## config.mk

```make
export PLATFORM = sky130hd
export DESIGN_NAME = pld_macrocell_io_access
export DESIGN_NICKNAME = d
export VERILOG_FILES = /design/src/rtl/macrocell_pkg.sv /design/src/rtl/input_cell_group.sv /design/src/rtl/pld_macrocell_io_access.sv
export SDC_FILE = /design/constraint.sdc
export NUM_CORES = 1
export LEC_CHECK = 0
export BUFFER_PORTS_ARGS = -buffer_cell sky130_fd_sc_hd__buf_2
export CAP_MARGIN = 10
export CORE_ASPECT_RATIO = 0.9
export CORE_UTILIZATION = 40
export DETAILED_ROUTE_END_ITERATION = 8
export PLACE_DENSITY = 0.87
export SYNTH_ARGS = -nofsm -noshare
export SYNTH_HDL_FRONTEND = slang
export SYNTH_SLANG_ARGS = --single-unit
export TNS_END_PERCENT = 20
```

## constraint.sdc

```tcl
create_clock -name core_clk_i -period 1.49 [get_ports core_clk_i]
set_input_delay 0.149 -clock core_clk_i [delete_from_list [all_inputs] [get_ports core_clk_i]]
set_output_delay 0.149 -clock core_clk_i [all_outputs]
set_load 0.1 [all_outputs]
```

## src/rtl/macrocell_pkg.sv

```systemverilog
// Shared constants and types for the programmable-logic macrocell access block.
package macrocell_pkg;

    // -------------------------------------------------------------------
    // Widths.
    // -------------------------------------------------------------------
    localparam int GROUP_WIDTH  = 8;
    localparam int OUT_CELLS    = 16;
    localparam int IN_CELLS     = 24;
    localparam int GATE_SHARE   = 4;
    localparam int GATE_TERMS   = IN_CELLS / GATE_SHARE;
    localparam int SELECT_OUTS  = 8;
    localparam int REG_SEL_W    = 3;

    // -------------------------------------------------------------------
    // Register select codes seen on the MCU location select lines.
    // -------------------------------------------------------------------
    localparam logic [REG_SEL_W-1:0] SEL_CELLS_A = 3'h0;
    localparam logic [REG_SEL_W-1:0] SEL_CELLS_B = 3'h1;
    localparam logic [REG_SEL_W-1:0] SEL_BLOCK_A = 3'h2;
    localparam logic [REG_SEL_W-1:0] SEL_BLOCK_B = 3'h3;
    localparam logic [REG_SEL_W-1:0] SEL_INPUT_A = 3'h4;
    localparam logic [REG_SEL_W-1:0] SEL_INPUT_B = 3'h5;
    localparam logic [REG_SEL_W-1:0] SEL_INPUT_C = 3'h6;

    // -------------------------------------------------------------------
    // Reset values.
    // -------------------------------------------------------------------
    localparam logic [GROUP_WIDTH-1:0] BLOCK_RESET = 8'h00;
    localparam logic [GROUP_WIDTH-1:0] BYTE_ZERO   = 8'h00;

    // -------------------------------------------------------------------
    // Input cell operating modes, two bits per cell in the mode vector.
    // -------------------------------------------------------------------
    localparam logic [1:0] MODE_PASS     = 2'h0;
    localparam logic [1:0] MODE_LATCH    = 2'h1;
    localparam logic [1:0] MODE_REGISTER = 2'h2;

endpackage : macrocell_pkg

```

## src/rtl/input_cell_group.sv

```systemverilog
// Four input cells that share one latch gate or register clock.
`timescale 1ns/1ps
module input_cell_group #(
    parameter int         WIDTH = 4,
    parameter logic [7:0] MODES = 8'h00
) (
    input  wire logic             core_clk_i,
    input  wire logic             rst_n_i,
    input  wire logic             gate_i,
    input  wire logic [WIDTH-1:0] pins_i,
    output logic      [WIDTH-1:0] cells_o
);
    import macrocell_pkg::*;

    logic             gate_prev_ff;
    logic [WIDTH-1:0] cells_ff;
    logic [WIDTH-1:0] nxt_cells;
    logic             gate_rise;

    // Each cell latches, registers or passes its pin, by its own mode.
    always_comb begin
        gate_rise = gate_i && !gate_prev_ff;
        nxt_cells = cells_ff;
        for (int i = 0; i < WIDTH; i++) begin
            unique case (MODES[2*i +: 2])
                MODE_LATCH:    if (gate_i) nxt_cells[i] = pins_i[i];
                MODE_REGISTER: if (gate_rise) nxt_cells[i] = pins_i[i];
                default:       nxt_cells[i] = pins_i[i];
            endcase
        end
    end

    // Holds the cell state and the gate history for edge detection.
    always_ff @(posedge core_clk_i or negedge rst_n_i) begin
        if (!rst_n_i) begin
            cells_ff     <= '0;
            gate_prev_ff <= 1'b0;
        end else begin
            cells_ff     <= nxt_cells;
            gate_prev_ff <= gate_i;
        end
    end

    assign cells_o = cells_ff;

endmodule : input_cell_group

```

## src/rtl/pld_macrocell_io_access.sv

```systemverilog
// Macrocell load, mask, pin enable, input cell and external select logic.
`timescale 1ns/1ps
// Overview of operation
// - Two write-block registers, one per group of eight, both reset to zero.
// - A set block bit stops MCU writes changing that output cell.
// - Block bit n guards cell n of its group.
// - Pin driver enable is the enable product term OR the direction bit.
// - Output pins with no enable equation drive from reset onward.
// - Cells used as internal nodes never drive their pin but still feed back.
// - Twenty-four input cells, one per pin of ports A, B and C.
// - Each input cell is a latch, a register or a pass-through.
// - MCU reads input cell outputs over the internal data bus.
// - Input gate comes from a product term or the address strobe.
// - One gate term serves bits 3-0, another bits 7-4, of each port.
// - Address-strobe clocked cells capture high address bits for the logic.
// - Mailbox: master writes port A data, slave writes port A input cells.
// - Slave read and write terms come from slave strobes and slave select.
// - Eight external selects, one product term each, selectable polarity.
// - External select driver enabled by its enable term or direction bit.
// - An MCU load overrides preset, clear and clock of the cell.
// - MCU loads act on the trailing edge of the write strobe.
// - Cells clocked by the dedicated clock pin update on its rising edge.
module pld_macrocell_io_access #(
    parameter logic [15:0] CLOCK_FROM_PIN = 16'h0000,
    parameter logic [15:0] INTERNAL_NODE  = 16'h0000,
    parameter logic [15:0] NO_OE_EQUATION = 16'h0000,
    parameter logic [47:0] INPUT_MODES    = 48'h0,
    parameter logic [5:0]  GATE_FROM_AS   = 6'h00,
    parameter logic [7:0]  SELECT_ACT_LOW = 8'h00
) (
    input  wire logic                                   core_clk_i,
    input  wire logic                                   rst_n_i,
    input  wire logic                                   mcu_select_i,
    input  wire logic [macrocell_pkg::REG_SEL_W-1:0]    reg_sel_i,
    input  wire logic                                   write_strobe_pin_n_i,
    input  wire logic                                   read_strobe_pin_n_i,
    input  wire logic                                   address_latch_strobe_i,
    input  wire logic [macrocell_pkg::GROUP_WIDTH-1:0]  address_data_port_i,
    output logic      [macrocell_pkg::GROUP_WIDTH-1:0]  address_data_port_o,
    output logic                                        address_data_port_oe_o,
    input  wire logic                                   dedicated_logic_clock_pin_i,
    input  wire logic [macrocell_pkg::OUT_CELLS-1:0]    pt_data_i,
    input  wire logic [macrocell_pkg::OUT_CELLS-1:0]    pt_clock_i,
    input  wire logic [macrocell_pkg::OUT_CELLS-1:0]    pt_preset_i,
    input  wire logic [macrocell_pkg::OUT_CELLS-1:0]    pt_clear_i,
    input  wire logic [macrocell_pkg::OUT_CELLS-1:0]    pt_out_enable_i,
    input  wire logic [macrocell_pkg::OUT_CELLS-1:0]    direction_i,
    output logic      [macrocell_pkg::OUT_CELLS-1:0]    output_cell_pin_o,
    output logic      [macrocell_pkg::OUT_CELLS-1:0]    output_cell_pin_oe_o,
    output logic      [macrocell_pkg::OUT_CELLS-1:0]    output_cell_feedback_o,
    input  wire logic [macrocell_pkg::IN_CELLS-1:0]     port_abc_pins_i,
    input  wire logic [macrocell_pkg::GATE_TERMS-1:0]   pt_input_gate_i,
    output logic      [macrocell_pkg::IN_CELLS-1:0]     input_cell_o,
    input  wire logic                                   slave_read_n_i,
    input  wire logic                                   slave_write_n_i,
    input  wire logic                                   slave_select_n_i,
    output logic                                        slave_read_term_o,
    output logic                                        slave_write_term_o,
    input  wire logic [macrocell_pkg::SELECT_OUTS-1:0]  pt_select_i,
    input  wire logic [macrocell_pkg::SELECT_OUTS-1:0]  pt_select_oe_i,
    input  wire logic [macrocell_pkg::SELECT_OUTS-1:0]  select_direction_i,
    output logic      [macrocell_pkg::SELECT_OUTS-1:0]  external_select_outputs_o,
    output logic      [macrocell_pkg::SELECT_OUTS-1:0]  external_select_oe_o
);
    import macrocell_pkg::*;

    // -------------------------------------------------------------------
    // State.
    // -------------------------------------------------------------------
    logic [GROUP_WIDTH-1:0] block_a_ff;
    logic [GROUP_WIDTH-1:0] block_b_ff;
    logic [GROUP_WIDTH-1:0] nxt_block_a;
    logic [GROUP_WIDTH-1:0] nxt_block_b;
    logic [OUT_CELLS-1:0]   cells_ff;
    logic [OUT_CELLS-1:0]   nxt_cells;
    logic [OUT_CELLS-1:0]   pin_oe_ff;
    logic [OUT_CELLS-1:0]   nxt_pin_oe;
    logic [OUT_CELLS-1:0]   pt_clock_prev_ff;
    logic                   wr_prev_ff;
    logic                   clk_pin_prev_ff;
    logic [GROUP_WIDTH-1:0] rd_data_ff;
    logic [GROUP_WIDTH-1:0] nxt_rd_data;
    logic                   rd_oe_ff;
    logic                   nxt_rd_oe;
    logic                   slave_rd_ff;
    logic                   slave_wr_ff;
    logic                   nxt_slave_rd;
    logic                   nxt_slave_wr;
    logic [SELECT_OUTS-1:0] sel_out_ff;
    logic [SELECT_OUTS-1:0] sel_oe_ff;
    logic [SELECT_OUTS-1:0] nxt_sel_out;
    logic [SELECT_OUTS-1:0] nxt_sel_oe;
    logic [IN_CELLS-1:0]    in_cells;
    logic [GATE_TERMS-1:0]  gate_sel;
    logic                   wr_trail;
    logic                   clk_pin_rise;
    logic                   load_a;
    logic                   load_b;
    logic [OUT_CELLS-1:0]   load_mask;

    localparam logic [OUT_CELLS-1:0] PIN_OE_RESET = NO_OE_EQUATION & ~INTERNAL_NODE;

    // -------------------------------------------------------------------
    // Write strobe and clock pin edges.
    // -------------------------------------------------------------------

    // A load happens when the active-low write strobe returns high.
    assign wr_trail     = write_strobe_pin_n_i && !wr_prev_ff && mcu_select_i;
    assign clk_pin_rise = dedicated_logic_clock_pin_i && !clk_pin_prev_ff;
    assign load_a       = wr_trail && (reg_sel_i == SEL_CELLS_A);
    assign load_b       = wr_trail && (reg_sel_i == SEL_CELLS_B);

    // Block bit n gates the load of cell n in its own group only.
    assign load_mask = {{GROUP_WIDTH{load_b}} & ~block_b_ff,
                        {GROUP_WIDTH{load_a}} & ~block_a_ff};

    // -------------------------------------------------------------------
    // Block registers and output cells.
    // -------------------------------------------------------------------

    // Next state of the block registers, the cells and the pin enables.
    always_comb begin
        nxt_block_a = block_a_ff;
        nxt_block_b = block_b_ff;
        if (wr_trail && (reg_sel_i == SEL_BLOCK_A)) begin
            nxt_block_a = address_data_port_i;
        end
        if (wr_trail && (reg_sel_i == SEL_BLOCK_B)) begin
            nxt_block_b = address_data_port_i;
        end
        nxt_cells  = cells_ff;
        nxt_pin_oe = '0;
        for (int i = 0; i < OUT_CELLS; i++) begin
            // MCU load wins over preset, clear and clock.
            if (load_mask[i]) begin
                nxt_cells[i] = address_data_port_i[i % GROUP_WIDTH];
            end else if (pt_preset_i[i]) begin
                nxt_cells[i] = 1'b1;
            end else if (pt_clear_i[i]) begin
                nxt_cells[i] = 1'b0;
            end else if (CLOCK_FROM_PIN[i] ? clk_pin_rise
                         : (pt_clock_i[i] && !pt_clock_prev_ff[i])) begin
                nxt_cells[i] = pt_data_i[i];
            end
            // Internal nodes release the pin; pins with no enable equation drive; others follow term OR direction.
            if (INTERNAL_NODE[i]) begin
                nxt_pin_oe[i] = 1'b0;
            end else if (NO_OE_EQUATION[i]) begin
                nxt_pin_oe[i] = 1'b1;
            end else begin
                nxt_pin_oe[i] = pt_out_enable_i[i] | direction_i[i];
            end
        end
        // The slave read term also drives the port A mailbox pins.
        for (int i = 0; i < GROUP_WIDTH; i++) begin
            if (!INTERNAL_NODE[i] && !slave_read_n_i && !slave_select_n_i) begin
                nxt_pin_oe[i] = 1'b1;
            end
        end
    end

    // Registers the block, cell and pin enable state.
    always_ff @(posedge core_clk_i or negedge rst_n_i) begin
        if (!rst_n_i) begin
            block_a_ff       <= BLOCK_RESET;
            block_b_ff       <= BLOCK_RESET;
            cells_ff         <= '0;
            pin_oe_ff        <= PIN_OE_RESET;
            pt_clock_prev_ff <= '0;
            wr_prev_ff       <= 1'b1;
            clk_pin_prev_ff  <= 1'b0;
        end else begin
            block_a_ff       <= nxt_block_a;
            block_b_ff       <= nxt_block_b;
            cells_ff         <= nxt_cells;
            pin_oe_ff        <= nxt_pin_oe;
            pt_clock_prev_ff <= pt_clock_i;
            wr_prev_ff       <= write_strobe_pin_n_i;
            clk_pin_prev_ff  <= dedicated_logic_clock_pin_i;
        end
    end

    assign output_cell_pin_o      = cells_ff;
    assign output_cell_feedback_o = cells_ff;
    assign output_cell_pin_oe_o   = pin_oe_ff;

    // -------------------------------------------------------------------
    // Input cells.
    // -------------------------------------------------------------------

    // Six shared gates, each chosen from its term or the address strobe.
    genvar g;
    generate
        for (g = 0; g < GATE_TERMS; g++) begin : gen_in_group
            assign gate_sel[g] = GATE_FROM_AS[g] ? address_latch_strobe_i
                                                 : pt_input_gate_i[g];
            input_cell_group #(
                .WIDTH (GATE_SHARE),
                .MODES (INPUT_MODES[2*GATE_SHARE*g +: 2*GATE_SHARE])
            ) u_group (
                .core_clk_i (core_clk_i),
                .rst_n_i    (rst_n_i),
                .gate_i     (gate_sel[g]),
                .pins_i     (port_abc_pins_i[GATE_SHARE*g +: GATE_SHARE]),
                .cells_o    (in_cells[GATE_SHARE*g +: GATE_SHARE])
            );
        end
    endgenerate

    assign input_cell_o = in_cells;

    // -------------------------------------------------------------------
    // MCU read-back, slave terms and external selects.
    // -------------------------------------------------------------------

    // Read mux onto the internal data bus while the read strobe is low.
    always_comb begin
        nxt_rd_oe   = mcu_select_i && !read_strobe_pin_n_i;
        nxt_rd_data = BYTE_ZERO;
        unique case (reg_sel_i)
            SEL_CELLS_A: nxt_rd_data = cells_ff[GROUP_WIDTH-1:0];
            SEL_CELLS_B: nxt_rd_data = cells_ff[OUT_CELLS-1:GROUP_WIDTH];
            SEL_BLOCK_A: nxt_rd_data = block_a_ff;
            SEL_BLOCK_B: nxt_rd_data = block_b_ff;
            SEL_INPUT_A: nxt_rd_data = in_cells[7:0];
            SEL_INPUT_B: nxt_rd_data = in_cells[15:8];
            SEL_INPUT_C: nxt_rd_data = in_cells[23:16];
            default:     nxt_rd_data = BYTE_ZERO;
        endcase
        nxt_sel_out = pt_select_i ^ SELECT_ACT_LOW;
        nxt_sel_oe  = pt_select_oe_i | select_direction_i;
        nxt_slave_rd = !slave_read_n_i && !slave_select_n_i;
        nxt_slave_wr = !slave_write_n_i && !slave_select_n_i;
    end

    // Registers the read bus, slave terms and select outputs.
    always_ff @(posedge core_clk_i or negedge rst_n_i) begin
        if (!rst_n_i) begin
            rd_data_ff  <= BYTE_ZERO;
            rd_oe_ff    <= 1'b0;
            slave_rd_ff <= 1'b0;
            slave_wr_ff <= 1'b0;
            sel_out_ff  <= SELECT_ACT_LOW;
            sel_oe_ff   <= '0;
        end else begin
            rd_data_ff  <= nxt_rd_data;
            rd_oe_ff    <= nxt_rd_oe;
            slave_rd_ff <= nxt_slave_rd;
            slave_wr_ff <= nxt_slave_wr;
            sel_out_ff  <= nxt_sel_out;
            sel_oe_ff   <= nxt_sel_oe;
        end
    end

    assign address_data_port_o       = rd_data_ff;
    assign address_data_port_oe_o    = rd_oe_ff;
    assign slave_read_term_o         = slave_rd_ff;
    assign slave_write_term_o        = slave_wr_ff;
    assign external_select_outputs_o = sel_out_ff;
    assign external_select_oe_o      = sel_oe_ff;
endmodule : pld_macrocell_io_access

```

After elaboration in Yosys (flattened, before gate mapping)
Index checks and enable logic that the tools add are counted.
{"block": "totals", "reg_bits": 116, "inputBits": 171, "output_inout_bits": 99, "elab_cells": 196}
{"block": "op_classes", "eq_ne": 6, "mux": 73, "bitwise": 21, "n_reduce_logical": 63}
{"op": "$mux W1", "count": 72}
{"op": "$reduce_bool A4 Y1", "count": 16}
{"op": "$pmux W8 S7", "count": 1}
{"op": "$logic_and A1 B1 Y1", "count": 25}
{"op": "$logic_not A1 Y1", "count": 21}
{"op": "$and A8 B8 Y8", "count": 2}
{"op": "$not A8 Y8", "count": 2}
{"op": "$or A1 B1 Y1", "count": 16}
{"op": "$eq A3 B3 Y1 const B", "count": 3}
{"op": "$or A8 B8 Y8", "count": 1}
{"op": "$eq A3 B2 Y1 const B", "count": 2}
{"op": "$eq A3 B1 Y1 const B", "count": 1}
{"op": "$logic_not A3 Y1", "count": 1}

Logic depth before layout (Yosys ltp)
{"block": "logic_depth", "depth_word": 6, "mapped_depth": 5, "depth_no_buf": 3}

Modules after synthesis
From an unflattened synthesis, not the netlist that was laid out.
{"block": "hier_totals", "hier_cells": 333, "area_unflattened_um2": 4742.0}
{"module": "pld_macrocell_io_access", "n_inst": 1, "cells_each": 309, "area_per_inst_um2": 4141.5, "seq_area_each_um2": 2303.5}
{"module": "input_cell_group", "n_inst": 6, "cells_each": 4, "area_per_inst_um2": 100.1, "seq_area_each_um2": 100.1}

Worst setup path before layout
Ideal clock, no wire load.
{"block": "synth_timing", "path_kind": "register to register", "start": "register cells_ff[3], in the netlist output_cell_feedback_o[3]", "end": "register rd_data_ff[3], in the netlist address_data_port_o[3]", "setup_ps": 126, "arrival_ps": 1482, "required_time_ps": 1364, "slack_ps": -118, "stages_incl_launch_ff": 4, "n_path_buf": 0, "synth_period_minus_slack_ps": 1608, "path_cell_list": "dfrtp_1 -> mux4_1 -> nor2_1 -> a21oi_1"}
{"block": "synth_via", "elab_chain_cells": 1}
{"element": "start: declaration", "line_no": "pld_macrocell_io_access.sv:74", "source": "logic [OUT_CELLS-1:0] cells_ff;"}
{"element": "start signal: assignment", "line_no": "pld_macrocell_io_access.sv:175", "source": "cells_ff <= nxt_cells;"}
{"element": "$pmux W8 S7", "line_no": "pld_macrocell_io_access.sv:220", "source": "unique case (reg_sel_i)"}
{"element": "net nxt_rd_data[3]", "line_no": "pld_macrocell_io_access.sv:82", "source": "logic [GROUP_WIDTH-1:0] nxt_rd_data;"}
{"element": "end signal: assignment", "line_no": "pld_macrocell_io_access.sv:246", "source": "rd_data_ff <= nxt_rd_data;"}
{"element": "end: declaration", "line_no": "pld_macrocell_io_access.sv:81", "source": "logic [GROUP_WIDTH-1:0] rd_data_ff;"}
The timed path passes the listed nets, and every way through them passes these cells.
A chain may end at the register's enable or synchronous reset.

Final worst setup path
{"block": "layout_timing", "start": "input direction_i[3] (netlist bit)", "end": "register pin_oe_ff[3], in the netlist output_cell_pin_oe_o[3]"}
{"block": "layout_via", "elab_chain_cells": 2}
{"element": "start: declaration", "line_no": "pld_macrocell_io_access.sv:47", "source": "input wire logic [macrocell_pkg::OUT_CELLS-1:0] direction_i,"}
{"element": "$or A1 B1 Y1", "line_no": "pld_macrocell_io_access.sv:151", "source": "nxt_pin_oe[i] = pt_out_enable_i[i] | direction_i[i];"}
{"element": "$mux W1", "line_no": "pld_macrocell_io_access.sv:156", "source": "if (!INTERNAL_NODE[i] && !slave_read_n_i && !slave_select_n_i) begin"}
{"element": "net nxt_pin_oe[3]", "line_no": "pld_macrocell_io_access.sv:77", "source": "logic [OUT_CELLS-1:0] nxt_pin_oe;"}
{"element": "end signal: assignment", "line_no": "pld_macrocell_io_access.sv:176", "source": "pin_oe_ff <= nxt_pin_oe;"}
{"element": "end: declaration", "line_no": "pld_macrocell_io_access.sv:76", "source": "logic [OUT_CELLS-1:0] pin_oe_ff;"}
The timed path passes the listed nets, and every way through them passes these cells.

==> impl_metrics.py <==
metrics = {
    "status": {
        "status": "complete, no violations",
    },
    "clocking": {
        "cts.clk_slew.worst_paths_ns": 0.05,
        "numCtsBuffers": 17,
        "cts_tree": "done",
        "clkLatencyLatePin_ns": 0.41,
        "cts_buffer_depth": 2,
        "numClockSinks": 116,
        "postCtsSetupBuffers": 0,
        "htreeDepth": 4,
        "cts_root_buffer": "clkbuf_16",
    },
    "sta": {
        "min_period_ns": 1.470,
        "slew_headroom": 0.6058,
        "rsz0062_at_grt": "no",
        "worst_slew_pin_slew_ns": 0.5900,
        "fmax_mhz": 680.2,
        "hold_viol_final": 0,
        "skew_ns": 0.006997,
        "setup_viol": 0,
        "maxSlewViolCount": 0,
        "period_share": 0.9866,
        "setup_slack_ns": 0.01991,
    },
    "synthesis": {
        "synth.distinct_cells": 35,
        "synth_top_cell_area_share": 0.6093,
        "synth_fp_nets": 536,
        "yosysSeqAreaShare": 0.6148,
        "synth_area_leaders": "dfrtp_1, mux2_2, nor4bb_1",
        "yosysTopAreaCell": "dfrtp_1",
        "ys_warn_count": 0,
        "syn_avg_cell_area_um2": 12.94,
        "netlist_area_mm2": 0.004723,
        "synth_seq_cells": 116,
        "synthCells": 365,
    },
    "setup_path": {
        "worstPathRequired_ns": 1.77,
        "endpoint_kind": "flip-flop",
        "crit_type": "in2reg",
        "worstPathArrival_ns": 1.75,
        "worst_path_most_repeated_cell": "dlygate4sd3_1",
        "start_kind": "input port",
        "crit_fanout": 1,
        "cpMaxStageDelayCell": "dlygate4sd3_1",
        "crit_chain": "dlygate4sd3_1 > buf_2 > or3_1 > dlygate4sd3_1",
        "cp_slowest_stage_delay_ns": 0.57,
    },
    "floorplanning": {
        "num_io_pins": 270,
        "fp.dieH_um": 105.1,
        "initial_utilization": 0.4114,
        "core_mm2": 0.01148,
        "rows": 37,
        "die_w_um": 116.5,
        "dieArea_mm2": 0.01225,
    },
    "detailed_routing": {
        "ant_nets": 0,
        "routedWlPerCell_um": 17.60,
        "firstDrtPassIters": 4,
        "vias_per_cell": 4.952,
        "vias": 4467,
        "dr.first_iter.drc_count": 219,
        "drcViolationCount": 0,
        "wl_mm": 15.87,
    },
    "pwr": {
        "total_power_mw": 9.767,
        "pwr-share-seq": 0.368,
        "switching_share": 0.3403,
        "pwr-share-comb": 0.266,
        "p_switching_mw": 3.323,
        "internal-power_mw": 6.444,
        "power.leakage_nw": 3.679,
        "pwr-share-clk": 0.367,
        "ir_drop_mv": 0.9195,
        "power_density_mw_per_mm2": 1258,
    },
    "layout": {
        "finish.utilization": 0.6764,
        "area_growth_pct": 64.42,
        "stdcell_count": 902,
        "multi_input_area_mm2": 0.001574,
        "layout_commonest_cell": "buf_2",
        "diodes": 0,
        "design_area_mm2": 0.007766,
        "fill_cells": 845,
        "regArea_mm2": 0.002918,
        "nets": 904,
        "drive_gt1_frac": 0.4866,
        "final_cell_mix": "buf_2, dfrtp_1, dlygate4sd3_1",
    },
    "placement": {
        "dp.cells": 767,
        "place_area_mm2": 0.006193,
        "gp_congestion": 0.8013,
        "post-place-ws_ns": -0.06844,
        "dpl.hpwl_mm": 10.03,
        "place.port_buffers": 261,
    },
    "global_route": {
        "grt_max_degree": 58,
        "first_global_vias": 4990,
        "grt_usage": 0.2697,
        "grt_pass1_wl_mm": 24.17,
        "antenna_found_initial": 1,
        "overflow": 0,
    },
    "run": {
        "drv_cap": 0,
    },
    "worst_hold_path": {
        "holdCritPathClass": "in2reg",
    },
}
==> registers in the layout, summed over array words and instances (netlist names), 8 cells and up <==
signal                        cells
gen_in_group.u_group.cells_o     24
output_cell_feedback_o           16
output_cell_pin_oe_o             16
pt_clock_prev_ff                 16
address_data_port_o               8
block_a_ff                        8
block_b_ff                        8
external_select_oe_o              8
external_select_outputs_o         8
==> worst paths after layout <==
path                                            from                               endpoint  slack (ns)  cells after the start
max reg2reg                     wr_prev_ff$_DFF_PN1_              block_a_ff[1]$_DFFE_PN0P_        0.07                      3
max in group asynchronous                    rst_n_i                   wr_prev_ff$_DFF_PN1_        0.69                      3
min reg2reg                block_a_ff[6]$_DFFE_PN0P_              block_a_ff[6]$_DFFE_PN0P_        0.53                      1
min in group asynchronous                    rst_n_i  output_cell_feedback_o[9]$_DFFE_PN0P_        0.17                      2
max                                   direction_i[3]      output_cell_pin_oe_o[3]$_DFF_PN0_        0.02                      4
min                                   pt_preset_i[6]  output_cell_feedback_o[6]$_DFFE_PN0P_        0.03                      3
==> metrics by stage <==
| step | hold WS [ns] | setup TNS [ns] |
|---|---|---|
| 2_1_floorplan | -0.1466 | -0.4741 |
| 6_report | 0.02947 | 0 |
| 3_3_place_gp | 0.04055 | -0.2932 |
| 5_1_grt | 0.03329 | 0 |
| 3_5_place_dp | 0.05135 | -0.5100 |
| 4_1_cts | 0.01518 | 0 |
==> power groups by stage <==
stage | Sequential (mW) | Combinational (mW) | Clock [mW]
after floorplan | 4.65 | 0.749 | 0
after global placement | 3.61 | 2.32 | 0
after detailed placement | 3.63 | 2.36 | 0
after CTS | 3.58 | 2.58 | 3.63
after global routing | 3.62 | 2.72 | 3.80
final | 3.59 | 2.59 | 3.58
==> final cells by class <==
type | instances | share of cell area
Clock buffer | 27 | 0.06477
Multi-Input combinational cell | 204 | 0.2027
Sequential cell | 116 | 0.3757
Timing Repair Buffer | 377 | 0.3203
Clock inverter | 5 | 0.003222
Inverter | 17 | 0.008217
Tap cell | 156 | 0.02513
==> what timing repair did <==
action / in CTS / in global routing
hold buffers: 103 / 0
setup endpoints to repair: 14 / 16
hold endpoints to repair: 191 / 0
gates resized for setup: 2 / 1
pin swaps: 0 / 2
==> synth_stat cells, drive strengths merged <==
library cell	instances
or3	8
nand2	3
a2bb2oi	2
nor2	22
mux2	25
and3	2
a32oi	1
buf	26
inv	16
o21ai	1
nand2b	16
mux4	7
dfrtp	115
o211ai	1
clkinv	1
mux2i	1
dfstp	1
a22oi	19
nand3b	3
clkbuf	2
or2	16
nor4bb	16
nand3	1
o21a	1
nor2b	2
nor3	8
nor3b	9
a21oi	22
and4bb	1
a31oi	17
==> worst max-delay path, delay by kind of cell <==
kind          cells  cell delay [ns]
simple gates      1             0.38
buf+inv           3             1.22
==> metal layers <==
layer | vias to the layer above | track usage | wire length (um)
met5 | - | 0 | 13
met4 | 2 | 0.1175 | 476
met3 | 42 | 0.09687 | 1149
met2 | 214 | 0.4768 | 8334
met1 | 2174 | 0.2838 | 5901
li1 | 2035 | - | -
==> kinds of logic (layout without fill, tap and decap cells) <==
kind of cell    after synthesis  in the layout  share of synthesized area
simple gates                107            107                     0.1478
compound gates               64             64                    0.08583
buf+inv                      45            426                    0.05483
flops                       116            116                     0.6148
mux                          33             33                    0.09669
No activity file was read; power rests on OpenSTA's default activity.
